[config.mk]
export PLATFORM = sky130hd
export DESIGN_NAME = disk_cfg_regs
export DESIGN_NICKNAME = d
export VERILOG_FILES = /design/src/core/disk_cfg_pkg.sv /design/src/core/disk_cfg_regs.sv
export SDC_FILE = /design/constraint.sdc
export NUM_CORES = 1
export LEC_CHECK = 0
export BUFFER_PORTS_ARGS = -buffer_cell sky130_fd_sc_hd__buf_4
export CAP_MARGIN = 5
export CORE_UTILIZATION = 35
export CTS_CLUSTER_DIAMETER = 30
export DETAILED_ROUTE_END_ITERATION = 16
export PLACE_DENSITY = 0.61
export SYNTH_ARGS = -nofsm -noshare
export SYNTH_HDL_FRONTEND = slang
export SYNTH_SLANG_ARGS = --single-unit
[constraint.sdc]
create_clock -name ref_clk_in -period 5.7 [get_ports ref_clk_in]
set_clock_uncertainty 0.1 [all_clocks]
set_input_delay 0 -clock ref_clk_in [delete_from_list [all_inputs] [get_ports ref_clk_in]]
set_output_delay 0 -clock ref_clk_in [all_outputs]
set_load 0.1 [all_outputs]
[src/core/disk_cfg_pkg.sv]
// Package: register indices, field positions and reset values of the local register block
package disk_cfg_pkg;
    // Register indices; byte address is four times the index
    localparam logic [9:0] IDX_AT_CTRL = 10'h02A;
    localparam logic [9:0] IDX_RAM_PORT = 10'h036;
    localparam logic [9:0] IDX_STROBE = 10'h038;
    localparam logic [9:0] IDX_CFG_LOW = 10'h039;
    localparam logic [9:0] IDX_CFG_HIGH = 10'h03A;
    localparam logic [9:0] IDX_LINK = 10'h03B;
    localparam logic [9:0] IDX_LAST_SECTOR = 10'h03C;
    localparam logic [9:0] IDX_DRV0_STATUS = 10'h03D;
    localparam logic [9:0] IDX_DRV1_STATUS = 10'h03E;
    // Strobe register bits
    localparam int STB_FIFO_ERR = 4;
    localparam int STB_BUSY = 3;
    localparam int STB_HOST_PTR = 2;
    localparam int STB_DISK_REQ = 1;
    localparam int STB_CMD_SEL = 0;
    // Drive link control and status bits
    localparam int LNK_HOLD_RESET = 7;
    localparam int LNK_DRIVE_READY = 6;
    localparam int LNK_WRITE_FAULT = 5;
    localparam int LNK_HOST_DRIVE = 4;
    localparam int LNK_RAM_PATH = 3;
    localparam int LNK_RST_BLOCK = 2;
    localparam int LNK_POLARITY = 1;
    localparam int LNK_CMP_BYPASS = 0;
    // Bits of the link control register that are stored
    localparam logic [7:0] LNK_CTRL_MASK = 8'h8F;
    // Select/drive/head copy bit that picks the drive
    localparam int SDH_DRIVE_BIT = 4;
    // AT control bits
    localparam int AT_AUTO_REQ = 0;
    localparam int AT_SEVEN_ECC = 1;
    localparam logic [7:0] AT_CTRL_MASK = 8'h03;
    // Host status bits taken from the drive status registers
    localparam logic [7:0] HOST_STATUS_MASK = 8'h75;
    // Reset and start-of-command values
    localparam logic [7:0] LAST_SECTOR_START = 8'hFF;
    localparam logic [7:0] REG_RESET = 8'h00;
    localparam int BUF_ADDR_W = 15;
endpackage

[src/core/disk_cfg_regs.sv]
// Local microcontroller register block: strobes, jumpers, drive link, AT control
`timescale 1ns/10ps
`default_nettype none
module disk_cfg_regs
    import disk_cfg_pkg::*;
(
    // Clock and reset
    input wire logic ref_clk_in,
    input wire logic sys_rst_in,
    // APB slave
    input wire logic psel,
    input wire logic penable,
    input wire logic pwrite,
    input wire logic [11:0] paddr,
    input wire logic [31:0] pwdata,
    output logic [31:0] prdata,
    output logic pready,
    output logic pslverr,
    // Drive pins, asynchronous
    input wire logic drive_ready_in,
    input wire logic write_fault_in,
    input wire logic index_in,
    input wire logic sector_pulse_in,
    input wire logic read_run_in,
    input wire logic [BUF_ADDR_W-1:0] buf_addr_in,
    // Event and state inputs from controller logic
    input wire logic at_mode_in,
    input wire logic fifo_err_set_in,
    input wire logic hw_busy_set_in,
    input wire logic host_busy_set_in,
    input wire logic host_ptr_set_in,
    input wire logic disk_req_set_in,
    input wire logic cmd_sel_set_in,
    input wire logic host_soft_reset_in,
    input wire logic cmd_start_in,
    input wire logic sector_done_in,
    input wire logic [7:0] sector_num_in,
    input wire logic [7:0] select_drive_head_reg_in,
    input wire logic [7:0] host_status_in,
    input wire logic seven_ecc_bytes_sel_in,
    input wire logic [7:0] ram_rdata_in,
    // Flags
    output logic fifo_err_flag_out,
    output logic hw_busy_flag_out,
    output logic host_busy_flag_out,
    output logic host_ptr_flag_out,
    output logic disk_data_req_irq_out,
    output logic cmd_sel_flag_out,
    // Drive controller control
    output logic hold_drive_ctrl_reset_out,
    output logic micro_ram_path_en_out,
    output logic taskfile_blocked_out,
    output logic sector_compare_bypass_out,
    output logic soft_reset_irq_out,
    output logic board_reset_out,
    output logic drive_ready_out,
    output logic write_fault_out,
    output logic index_out,
    output logic sector_pulse_out,
    output logic read_run_out,
    // Buffer RAM path
    output logic ram_wr_stb_out,
    output logic ram_rd_stb_out,
    output logic [7:0] ram_wdata_out,
    // AT logic
    output logic auto_request_en_out,
    output logic seven_ecc_sel_out,
    output logic [7:0] host_status_out,
    output logic [7:0] last_sector_out
);
    localparam int SYNC_W = BUF_ADDR_W + 5;

    logic [SYNC_W-1:0] sync1_q;
    logic [SYNC_W-1:0] sync2_q;
    logic [7:0] link_ctrl_q;
    logic [7:0] at_ctrl_q;
    logic [7:0] drv0_status_q;
    logic [7:0] drv1_status_q;
    logic [7:0] last_sector_q;
    logic [31:0] prdata_q;
    logic pready_q;
    logic pslverr_q;
    logic [9:0] idx;
    logic aligned;
    logic hit;
    logic wr_en;
    logic rd_en;
    logic [7:0] rdata_d;
    logic [7:0] strobe;
    logic polarity;
    logic drive_ready_in_act;
    logic wf_act;
    logic host_drive;
    logic fifo_err_q;
    logic hw_busy_q;
    logic host_busy_q;
    logic host_ptr_q;
    logic disk_req_q;
    logic cmd_sel_q;

    // Pins pass two flops before any logic looks at them
    always_ff @(posedge ref_clk_in or posedge sys_rst_in) begin
        if (sys_rst_in) begin
            sync1_q <= '0;
            sync2_q <= '0;
        end else begin
            sync1_q <= {buf_addr_in, read_run_in, sector_pulse_in, index_in,
                        write_fault_in, drive_ready_in};
            sync2_q <= sync1_q;
        end
    end

    assign polarity = link_ctrl_q[LNK_POLARITY];
    assign drive_ready_in_act = polarity ? sync2_q[0] : ~sync2_q[0];
    assign wf_act = polarity ? sync2_q[1] : ~sync2_q[1];
    assign host_drive = select_drive_head_reg_in[SDH_DRIVE_BIT];

    // APB decode; one wait state so read data comes from a flop
    assign idx = paddr[11:2];
    assign aligned = (paddr[1:0] == 2'h0);
    assign hit = aligned && (idx == IDX_AT_CTRL || idx == IDX_RAM_PORT ||
        idx == IDX_STROBE || idx == IDX_CFG_LOW || idx == IDX_CFG_HIGH ||
        idx == IDX_LINK || idx == IDX_LAST_SECTOR || idx == IDX_DRV0_STATUS ||
        idx == IDX_DRV1_STATUS);
    assign wr_en = psel && penable && pready_q && pwrite && hit;
    assign rd_en = psel && penable && pready_q && !pwrite && hit;
    // Strobe bits are pulses; nothing of them is stored
    assign strobe = (wr_en && idx == IDX_STROBE) ? pwdata[7:0] : 8'h00;

    always_comb begin
        rdata_d = 8'h00;
        unique case (idx)
            IDX_AT_CTRL: rdata_d = at_ctrl_q;
            IDX_RAM_PORT: rdata_d = link_ctrl_q[LNK_RAM_PATH] ? ram_rdata_in : 8'h00;
            IDX_CFG_LOW: rdata_d = sync2_q[12:5];
            IDX_CFG_HIGH: rdata_d = {1'b0, sync2_q[19:13]};
            IDX_LINK: rdata_d = {link_ctrl_q[LNK_HOLD_RESET], drive_ready_in_act, wf_act,
                                 host_drive, link_ctrl_q[3:0]};
            IDX_LAST_SECTOR: rdata_d = last_sector_q;
            IDX_DRV0_STATUS: rdata_d = drv0_status_q;
            IDX_DRV1_STATUS: rdata_d = drv1_status_q;
            default: rdata_d = 8'h00;
        endcase
    end

    always_ff @(posedge ref_clk_in or posedge sys_rst_in) begin
        if (sys_rst_in) begin
            pready_q <= 1'b0;
            pslverr_q <= 1'b0;
            prdata_q <= '0;
        end else begin
            pready_q <= psel && penable && !pready_q;
            if (psel && penable && !pready_q) begin
                pslverr_q <= !hit;
                prdata_q <= (hit && !pwrite) ? {24'h000000, rdata_d} : 32'h00000000;
            end else begin
                pslverr_q <= 1'b0;
            end
        end
    end

    // Control registers; reserved bits store zero
    always_ff @(posedge ref_clk_in or posedge sys_rst_in) begin
        if (sys_rst_in) begin
            link_ctrl_q <= REG_RESET;
            at_ctrl_q <= REG_RESET;
            drv0_status_q <= REG_RESET;
            drv1_status_q <= REG_RESET;
        end else if (wr_en) begin
            if (idx == IDX_LINK) link_ctrl_q <= pwdata[7:0] & LNK_CTRL_MASK;
            if (idx == IDX_AT_CTRL) at_ctrl_q <= pwdata[7:0] & AT_CTRL_MASK;
            if (idx == IDX_DRV0_STATUS) drv0_status_q <= pwdata[7:0];
            if (idx == IDX_DRV1_STATUS) drv1_status_q <= pwdata[7:0];
        end
    end

    // Flags: an event in the clearing cycle wins over the clear
    always_ff @(posedge ref_clk_in or posedge sys_rst_in) begin
        if (sys_rst_in) begin
            fifo_err_q <= 1'b0;
            hw_busy_q <= 1'b0;
            host_busy_q <= 1'b0;
            host_ptr_q <= 1'b0;
            disk_req_q <= 1'b0;
            cmd_sel_q <= 1'b0;
        end else begin
            fifo_err_q <= fifo_err_set_in || (fifo_err_q && !strobe[STB_FIFO_ERR]);
            hw_busy_q <= hw_busy_set_in ||
                (hw_busy_q && !(strobe[STB_BUSY] && !at_mode_in));
            host_busy_q <= host_busy_set_in ||
                (host_busy_q && !(strobe[STB_BUSY] && at_mode_in));
            host_ptr_q <= host_ptr_set_in || (host_ptr_q && !strobe[STB_HOST_PTR]);
            disk_req_q <= disk_req_set_in || (disk_req_q && !strobe[STB_DISK_REQ]);
            cmd_sel_q <= cmd_sel_set_in || (cmd_sel_q && !strobe[STB_CMD_SEL]);
        end
    end

    // Last sector capture; a new command outranks a late sector report
    always_ff @(posedge ref_clk_in or posedge sys_rst_in) begin
        if (sys_rst_in) begin
            last_sector_q <= LAST_SECTOR_START;
        end else if (cmd_start_in) begin
            last_sector_q <= LAST_SECTOR_START;
        end else if (sector_done_in) begin
            last_sector_q <= sector_num_in;
        end
    end

    // Registered outputs toward the drive controller, buffer and host logic
    always_ff @(posedge ref_clk_in or posedge sys_rst_in) begin
        if (sys_rst_in) begin
            hold_drive_ctrl_reset_out <= 1'b0;
            micro_ram_path_en_out <= 1'b0;
            taskfile_blocked_out <= 1'b0;
            sector_compare_bypass_out <= 1'b0;
            soft_reset_irq_out <= 1'b0;
            board_reset_out <= 1'b0;
            drive_ready_out <= 1'b0;
            write_fault_out <= 1'b0;
            index_out <= 1'b0;
            sector_pulse_out <= 1'b0;
            read_run_out <= 1'b0;
            ram_wr_stb_out <= 1'b0;
            ram_rd_stb_out <= 1'b0;
            ram_wdata_out <= 8'h00;
            auto_request_en_out <= 1'b0;
            seven_ecc_sel_out <= 1'b0;
            host_status_out <= 8'h00;
        end else begin
            hold_drive_ctrl_reset_out <= link_ctrl_q[LNK_HOLD_RESET];
            micro_ram_path_en_out <= link_ctrl_q[LNK_RAM_PATH];
            taskfile_blocked_out <= link_ctrl_q[LNK_RAM_PATH];
            sector_compare_bypass_out <= link_ctrl_q[LNK_CMP_BYPASS];
            // The interrupt always fires; the board reset only when not blocked
            soft_reset_irq_out <= host_soft_reset_in;
            board_reset_out <= host_soft_reset_in && !link_ctrl_q[LNK_RST_BLOCK];
            drive_ready_out <= drive_ready_in_act;
            write_fault_out <= wf_act;
            index_out <= polarity ? sync2_q[2] : ~sync2_q[2];
            sector_pulse_out <= polarity ? sync2_q[3] : ~sync2_q[3];
            read_run_out <= sync2_q[4];
            ram_wr_stb_out <= wr_en && idx == IDX_RAM_PORT && link_ctrl_q[LNK_RAM_PATH];
            ram_rd_stb_out <= rd_en && idx == IDX_RAM_PORT && link_ctrl_q[LNK_RAM_PATH];
            if (wr_en && idx == IDX_RAM_PORT) ram_wdata_out <= pwdata[7:0];
            auto_request_en_out <= at_ctrl_q[AT_AUTO_REQ] && at_mode_in;
            seven_ecc_sel_out <= at_ctrl_q[AT_AUTO_REQ] ? at_ctrl_q[AT_SEVEN_ECC]
                                                        : seven_ecc_bytes_sel_in;
            host_status_out <= (host_status_in & ~HOST_STATUS_MASK) |
                ((host_drive ? drv1_status_q : drv0_status_q) & HOST_STATUS_MASK);
        end
    end

    assign prdata = prdata_q;
    assign pready = pready_q;
    assign pslverr = pslverr_q;
    assign fifo_err_flag_out = fifo_err_q;
    assign hw_busy_flag_out = hw_busy_q;
    assign host_busy_flag_out = host_busy_q;
    assign host_ptr_flag_out = host_ptr_q;
    assign disk_data_req_irq_out = disk_req_q;
    assign cmd_sel_flag_out = cmd_sel_q;
    assign last_sector_out = last_sector_q;

    // Flag checks allow a set event to win over the clear in the same cycle
    AST_FIFO_CLR: assert property (@(posedge ref_clk_in) disable iff (sys_rst_in)
        strobe[STB_FIFO_ERR] && !fifo_err_set_in |=> !fifo_err_flag_out)
        else $error("FIFO error flag not cleared");
    AST_FIFO_SET: assert property (@(posedge ref_clk_in) disable iff (sys_rst_in)
        fifo_err_set_in |=> fifo_err_flag_out)
        else $error("FIFO error event lost");
    AST_BUSY_MODE: assert property (@(posedge ref_clk_in) disable iff (sys_rst_in)
        strobe[STB_BUSY] && at_mode_in && !hw_busy_set_in |=>
        hw_busy_flag_out == $past(hw_busy_q))
        else $error("Hardware busy touched in AT mode");
    AST_HW_BUSY_CLR: assert property (@(posedge ref_clk_in) disable iff (sys_rst_in)
        strobe[STB_BUSY] && !at_mode_in && !hw_busy_set_in |=> !hw_busy_flag_out)
        else $error("Hardware busy not cleared in XT mode");
    AST_HOST_BUSY_CLR: assert property (@(posedge ref_clk_in) disable iff (sys_rst_in)
        strobe[STB_BUSY] && at_mode_in && !host_busy_set_in |=> !host_busy_flag_out)
        else $error("Host busy not cleared in AT mode");
    AST_HOST_BUSY_XT: assert property (@(posedge ref_clk_in) disable iff (sys_rst_in)
        strobe[STB_BUSY] && !at_mode_in && !host_busy_set_in |=>
        host_busy_flag_out == $past(host_busy_q))
        else $error("Host busy touched in XT mode");
    AST_HOST_PTR_CLR: assert property (@(posedge ref_clk_in) disable iff (sys_rst_in)
        strobe[STB_HOST_PTR] && !host_ptr_set_in |=> !host_ptr_flag_out)
        else $error("Host pointer flag not cleared");
    AST_DISK_REQ_CLR: assert property (@(posedge ref_clk_in) disable iff (sys_rst_in)
        strobe[STB_DISK_REQ] && !disk_req_set_in |=> !disk_data_req_irq_out)
        else $error("Disk request flag not cleared");
    AST_CMD_SEL_KEEP: assert property (@(posedge ref_clk_in) disable iff (sys_rst_in)
        cmd_sel_flag_out && !strobe[STB_CMD_SEL] |=> cmd_sel_flag_out)
        else $error("Command flag lost without strobe");
    AST_HOLD_RESET: assert property (@(posedge ref_clk_in) disable iff (sys_rst_in)
        wr_en && idx == IDX_LINK && pwdata[7] |=> ##1 hold_drive_ctrl_reset_out)
        else $error("Drive controller reset not held");
    AST_RAM_STB_GATE: assert property (@(posedge ref_clk_in) disable iff (sys_rst_in)
        ram_wr_stb_out || ram_rd_stb_out |-> micro_ram_path_en_out)
        else $error("Buffer RAM strobe while RAM path closed");
    AST_SOFT_RESET: assert property (@(posedge ref_clk_in) disable iff (sys_rst_in)
        host_soft_reset_in && link_ctrl_q[LNK_RST_BLOCK] |=>
        soft_reset_irq_out && !board_reset_out)
        else $error("Soft reset not redirected");
    AST_CMP_BYPASS: assert property (@(posedge ref_clk_in) disable iff (sys_rst_in)
        1'b1 |=> sector_compare_bypass_out == $past(link_ctrl_q[LNK_CMP_BYPASS]))
        else $error("Compare bypass does not follow control bit");
    AST_LAST_SECTOR: assert property (@(posedge ref_clk_in) disable iff (sys_rst_in)
        cmd_start_in |=> last_sector_out == LAST_SECTOR_START)
        else $error("Last sector not preset at command start");
    AST_SECTOR_CAP: assert property (@(posedge ref_clk_in) disable iff (sys_rst_in)
        sector_done_in && !cmd_start_in |=> last_sector_out == $past(sector_num_in))
        else $error("Last sector not captured");
    AST_HOST_STATUS: assert property (@(posedge ref_clk_in) disable iff (sys_rst_in)
        !host_drive |=> (host_status_out & HOST_STATUS_MASK) ==
        ($past(drv0_status_q) & HOST_STATUS_MASK))
        else $error("Host status not from drive zero");
    AST_HOST_ONE: assert property (@(posedge ref_clk_in) disable iff (sys_rst_in)
        host_drive |=> (host_status_out & HOST_STATUS_MASK) ==
        ($past(drv1_status_q) & HOST_STATUS_MASK))
        else $error("Host status not from drive one");
    AST_HOST_KEEP: assert property (@(posedge ref_clk_in) disable iff (sys_rst_in)
        1'b1 |=> (host_status_out & ~HOST_STATUS_MASK) ==
        ($past(host_status_in) & ~HOST_STATUS_MASK))
        else $error("Host status bits outside the mask altered");
    AST_ECC_SEL: assert property (@(posedge ref_clk_in) disable iff (sys_rst_in)
        !at_ctrl_q[AT_AUTO_REQ] |=> seven_ecc_sel_out == $past(seven_ecc_bytes_sel_in))
        else $error("ECC length not from fixed disk bit");
endmodule
`default_nettype wire

==> impl_results.md <==
- Share of layout cells above drive strength 1: 0.368
- 1st-pass router iterations: 4
- CP peak stage delay: 0.60 ns
- Dpl hpwl: 8160 um
- Post-synth top area share: 0.577
- Worst vdd ir: 0.000270 V
- Buffers on Ports: 130
- Initial antenna violation count: 0
- Fin Setup TNS: 0 ns
- Outcome: complete, no violations
- Clock Tree Root: clkbuf_16
- Worst hold path type: in2reg
- Crit. Startpoint: paddr[6]
- Final period util: 0.408
- Register area share after synthesis: 0.622
- Synthesized area per cell: 13.3 um2
- CP Class: in2reg
- Cell repeated most along the worst path: dlygate4sd3_1
- Ports: around 190
- CP required: between 5 and 6 ns
- Post-Syn Area: 0.00472 mm2
- Core Area: 0.0132 mm2
- FFs w/ async S/R, synth: 1.00
- Worst Setup Start Kind: primary input
- DIE WIDTH: roughly 120 um
- Vias in the first global route: 3,706
- Vias post-DR: 3,533
- Total GRT Usage: 0.190
- Post-synth top area cell: dfrtp_1
- Post-CTS resize count: 0
- Achievable Freq: between 0.4 and 0.5 GHz
- CP endpoint: ram_rd_stb_out
- Pwr Density: 309 mW/mm2
- Slowest CP cell: dlygate4sd3_1
- Number of remaining DRC errors: 0
- Main synth FF type: dfrtp_1
- Chip height: 118 um
- Row Count: 42
- Final-stage net count: 680
- Final min period: 2.33 ns
- Max cap viols: 0
- Grt total ovfl: 0
- Antenna Cells: 0
- Unique masters post-synth: 53
- Hold Path Cell Cnt: 5
- First-pass GRT wire length: approximately 20,000 um
- Maximum clock insertion buffer count: 2
- Worst slew margin: 0.501
- Cells after Synth: approximately 360
- Worst slew pin tran: 0.748 ns
- Drt via density: 4.67
- Critical Path Sink Type: flop
- Crit-path max FO: 6
- R2r endpoint: cmd_sel_flag_out
- Initial Utilization: 0.358
- Slew Viols, Final: 0
- DP Worst Slack: about 3.6 ns
- Largest net degree at the start of global routing: 62
- Post-CTS Setup Repair Bufs: 0
- WL final: 12,300 um
- Top cells by area, synth: dfrtp_1 58%, mux2_2 7.6%, dfstp_2 4.5%
- Final Wtd Congestion: just over 0.8
- Leakage: roughly 3.3 nW
- Number of synthesized register bits: about 120
- CTS buffer count: 17
- Crit path DAT: 2.58 ns
- DR WL/cell: around 16 um
- Reg-to-reg setup timing slack: roughly 3.4 ns
- Final hold violations: 0
- Die footprint: ~0.014 mm2
- Clk Latency, worst-skew pair: 0.42 ns
- Yosys warnings: 0
- Clock-pin slew on the worst setup and hold paths: about 0.050 ns
- CTS sink cnt: around 120
- Post-synth EDFFs: 0
- Hold Startpoint: paddr[8]
- DR iter-0 viols: about 160
- Synthesis-to-layout area growth: 51.5%
- Worst R2R Path Depth: 6
- Unrepaired setup endpoints after global routing: false
- TritonCTS clock tree: yes
- H-tree level count: 4
- CP Cell Sequence: dlygate4sd3_1 > buf_4 > nand4bb_1 > nor2_1 > and3_1 > nand2_1 > nor4_1 > dlygate4sd3_1
- # setup viols final: 0
- Reg2reg start: pready
- Post-route worst setup slack: 3.37 ns
- ANT nets after route: 0
## worst min path at each step
stage / end
after floorplan: host_status_out[1]
after global placement: sync1_q[4]
after detailed placement: sync1_q[14]
after CTS: pslverr
after global routing: at_ctrl_q[1]
final: at_ctrl_q[1]
## where the power goes
group	total, mW	internal [mW]	leakage (nW)	switching, mW
Sequential	0.868	0.858	1.46	0.0100
Clock	1.04	0.677	0.278	0.368
Combinational	0.296	0.0948	1.57	0.201
Total	2.21	1.63	3.30	0.579
## stage by stage
step           hold WS [ns]  area (um2)  total power, mW  cells  utilization
2_1_floorplan       -0.0686        4810             1.07    378            -
3_3_place_gp         0.0102        5770             1.14    646        0.437
3_5_place_dp         0.0107        5770             1.14    646        0.437
4_1_cts              0.0142        7160             2.24    757        0.542
5_1_grt              0.0402        7160             2.29    757        0.542
6_report             0.0270        7160             2.21    757        0.542
## layer usage
layer | track usage | wire (um) | vias to the layer above
met5 | 0 | 0 | -
met4 | 0.0713 | 125 | 0
met3 | 0.0676 | 844 | 9
met2 | 0.303 | 5970 | 153
met1 | 0.238 | 5410 | 1726
li1 | - | - | 1645
## synth_stat cells, types with 4 or more instances
cell and number:
mux2_2 32, nor2_1 10, dfrtp_1 109, nand3_1 7
and3_1 5, clkbuf_1 5, mux2_1 9, dfstp_2 8
nand3b_1 5, nand2_1 24, buf_2 8, xnor2_1 4
buf_4 25, a211o_1 8, nor2b_1 11, nor3_1 5
o21ai_1 7, a21o_1 6, mux2i_1 10, nand2b_1 4
a32oi_1 7
## repair_timing
item / 4_1_cts / 5_1_grt
hold buffers: 79 / 0
endpoints found under the setup margin: 0 / 0
endpoints found under the hold margin: 135 / 0
## area by class of cell
| class | count | area (um2) |
|---|---|---|
| Fill cell | 1117 | 6030 |
| Timing Repair Buffer | 211 | 1780 |
| Inverter | 2 | 10.0 |
| Tap cell | 176 | 220 |
| Sequential cell | 117 | 2940 |
| Multi-Input combinational cell | 219 | 1610 |
| Clock buffer | 21 | 470 |
| Clock inverter | 11 | 125 |
## worst max-delay path, delay by kind of cell
| kind | cells | cell delay, ns |
|---|---|---|
| and+or+nand+nor | 5 | 1.29 |
| buffers and inverters | 3 | 1.28 |
## layout by cell type (no fill, tap or decap), types with 2 or more instances in the layout
| cell | netlist | final |
|---|---|---|
| buf_4 | 25 | 132 |
| dfrtp_1 | 109 | 109 |
| dlygate4sd3_1 | 0 | 79 |
| mux2_2 | 32 | 32 |
| nand2_1 | 24 | 24 |
| conb_1 | 1 | 24 |
| clkbuf_16 | 0 | 17 |
| nor2b_1 | 11 | 11 |
| nor2_1 | 10 | 10 |
| mux2i_1 | 10 | 10 |
| mux2_1 | 9 | 9 |
| a211o_1 | 8 | 8 |
| dfstp_2 | 8 | 8 |
| o21ai_1 | 7 | 7 |
| a32oi_1 | 7 | 7 |
| nand3_1 | 7 | 7 |
| a21o_1 | 6 | 6 |
| nand3b_1 | 5 | 5 |
| and3_1 | 5 | 5 |
| nor3_1 | 5 | 5 |
| clkinvlp_4 | 0 | 5 |
| nand2b_1 | 4 | 4 |
| xnor2_1 | 4 | 4 |
| o21ai_0 | 3 | 3 |
| a21oi_1 | 3 | 3 |
| a221oi_1 | 3 | 3 |
| clkbuf_8 | 0 | 3 |
| nor2_2 | 2 | 2 |
| nor4b_2 | 2 | 2 |
| o2bb2ai_1 | 2 | 2 |
| a2111oi_0 | 2 | 2 |
| a22o_1 | 2 | 2 |
| and2_1 | 2 | 2 |
| bufinv_16 | 0 | 2 |
| clkinv_2 | 0 | 2 |
## cell families after synthesis
| group | synth area share |
|---|---|
| flops | 0.622 |
| simple gates | 0.111 |
| compound gates | 0.0848 |
| mux | 0.119 |
| buf+inv | 0.0554 |
| xor+xnor | 0.00742 |
| other cells | 0.000794 |
## registers in the layout (all words and copies together), names as in the netlist, 2 cells and up
| name | count |
|---|---|
| sync1_q | 20 |
| last_sector_out | 8 |
| host_status_out | 8 |
| link_ctrl_q | 5 |
| prdata | 8 |
| ram_wdata_out | 8 |
| drv1_status_q | 8 |
| at_ctrl_q | 2 |
| sync2_q | 20 |
| drv0_status_q | 8 |
No activity file was read; power rests on OpenSTA's default activity.
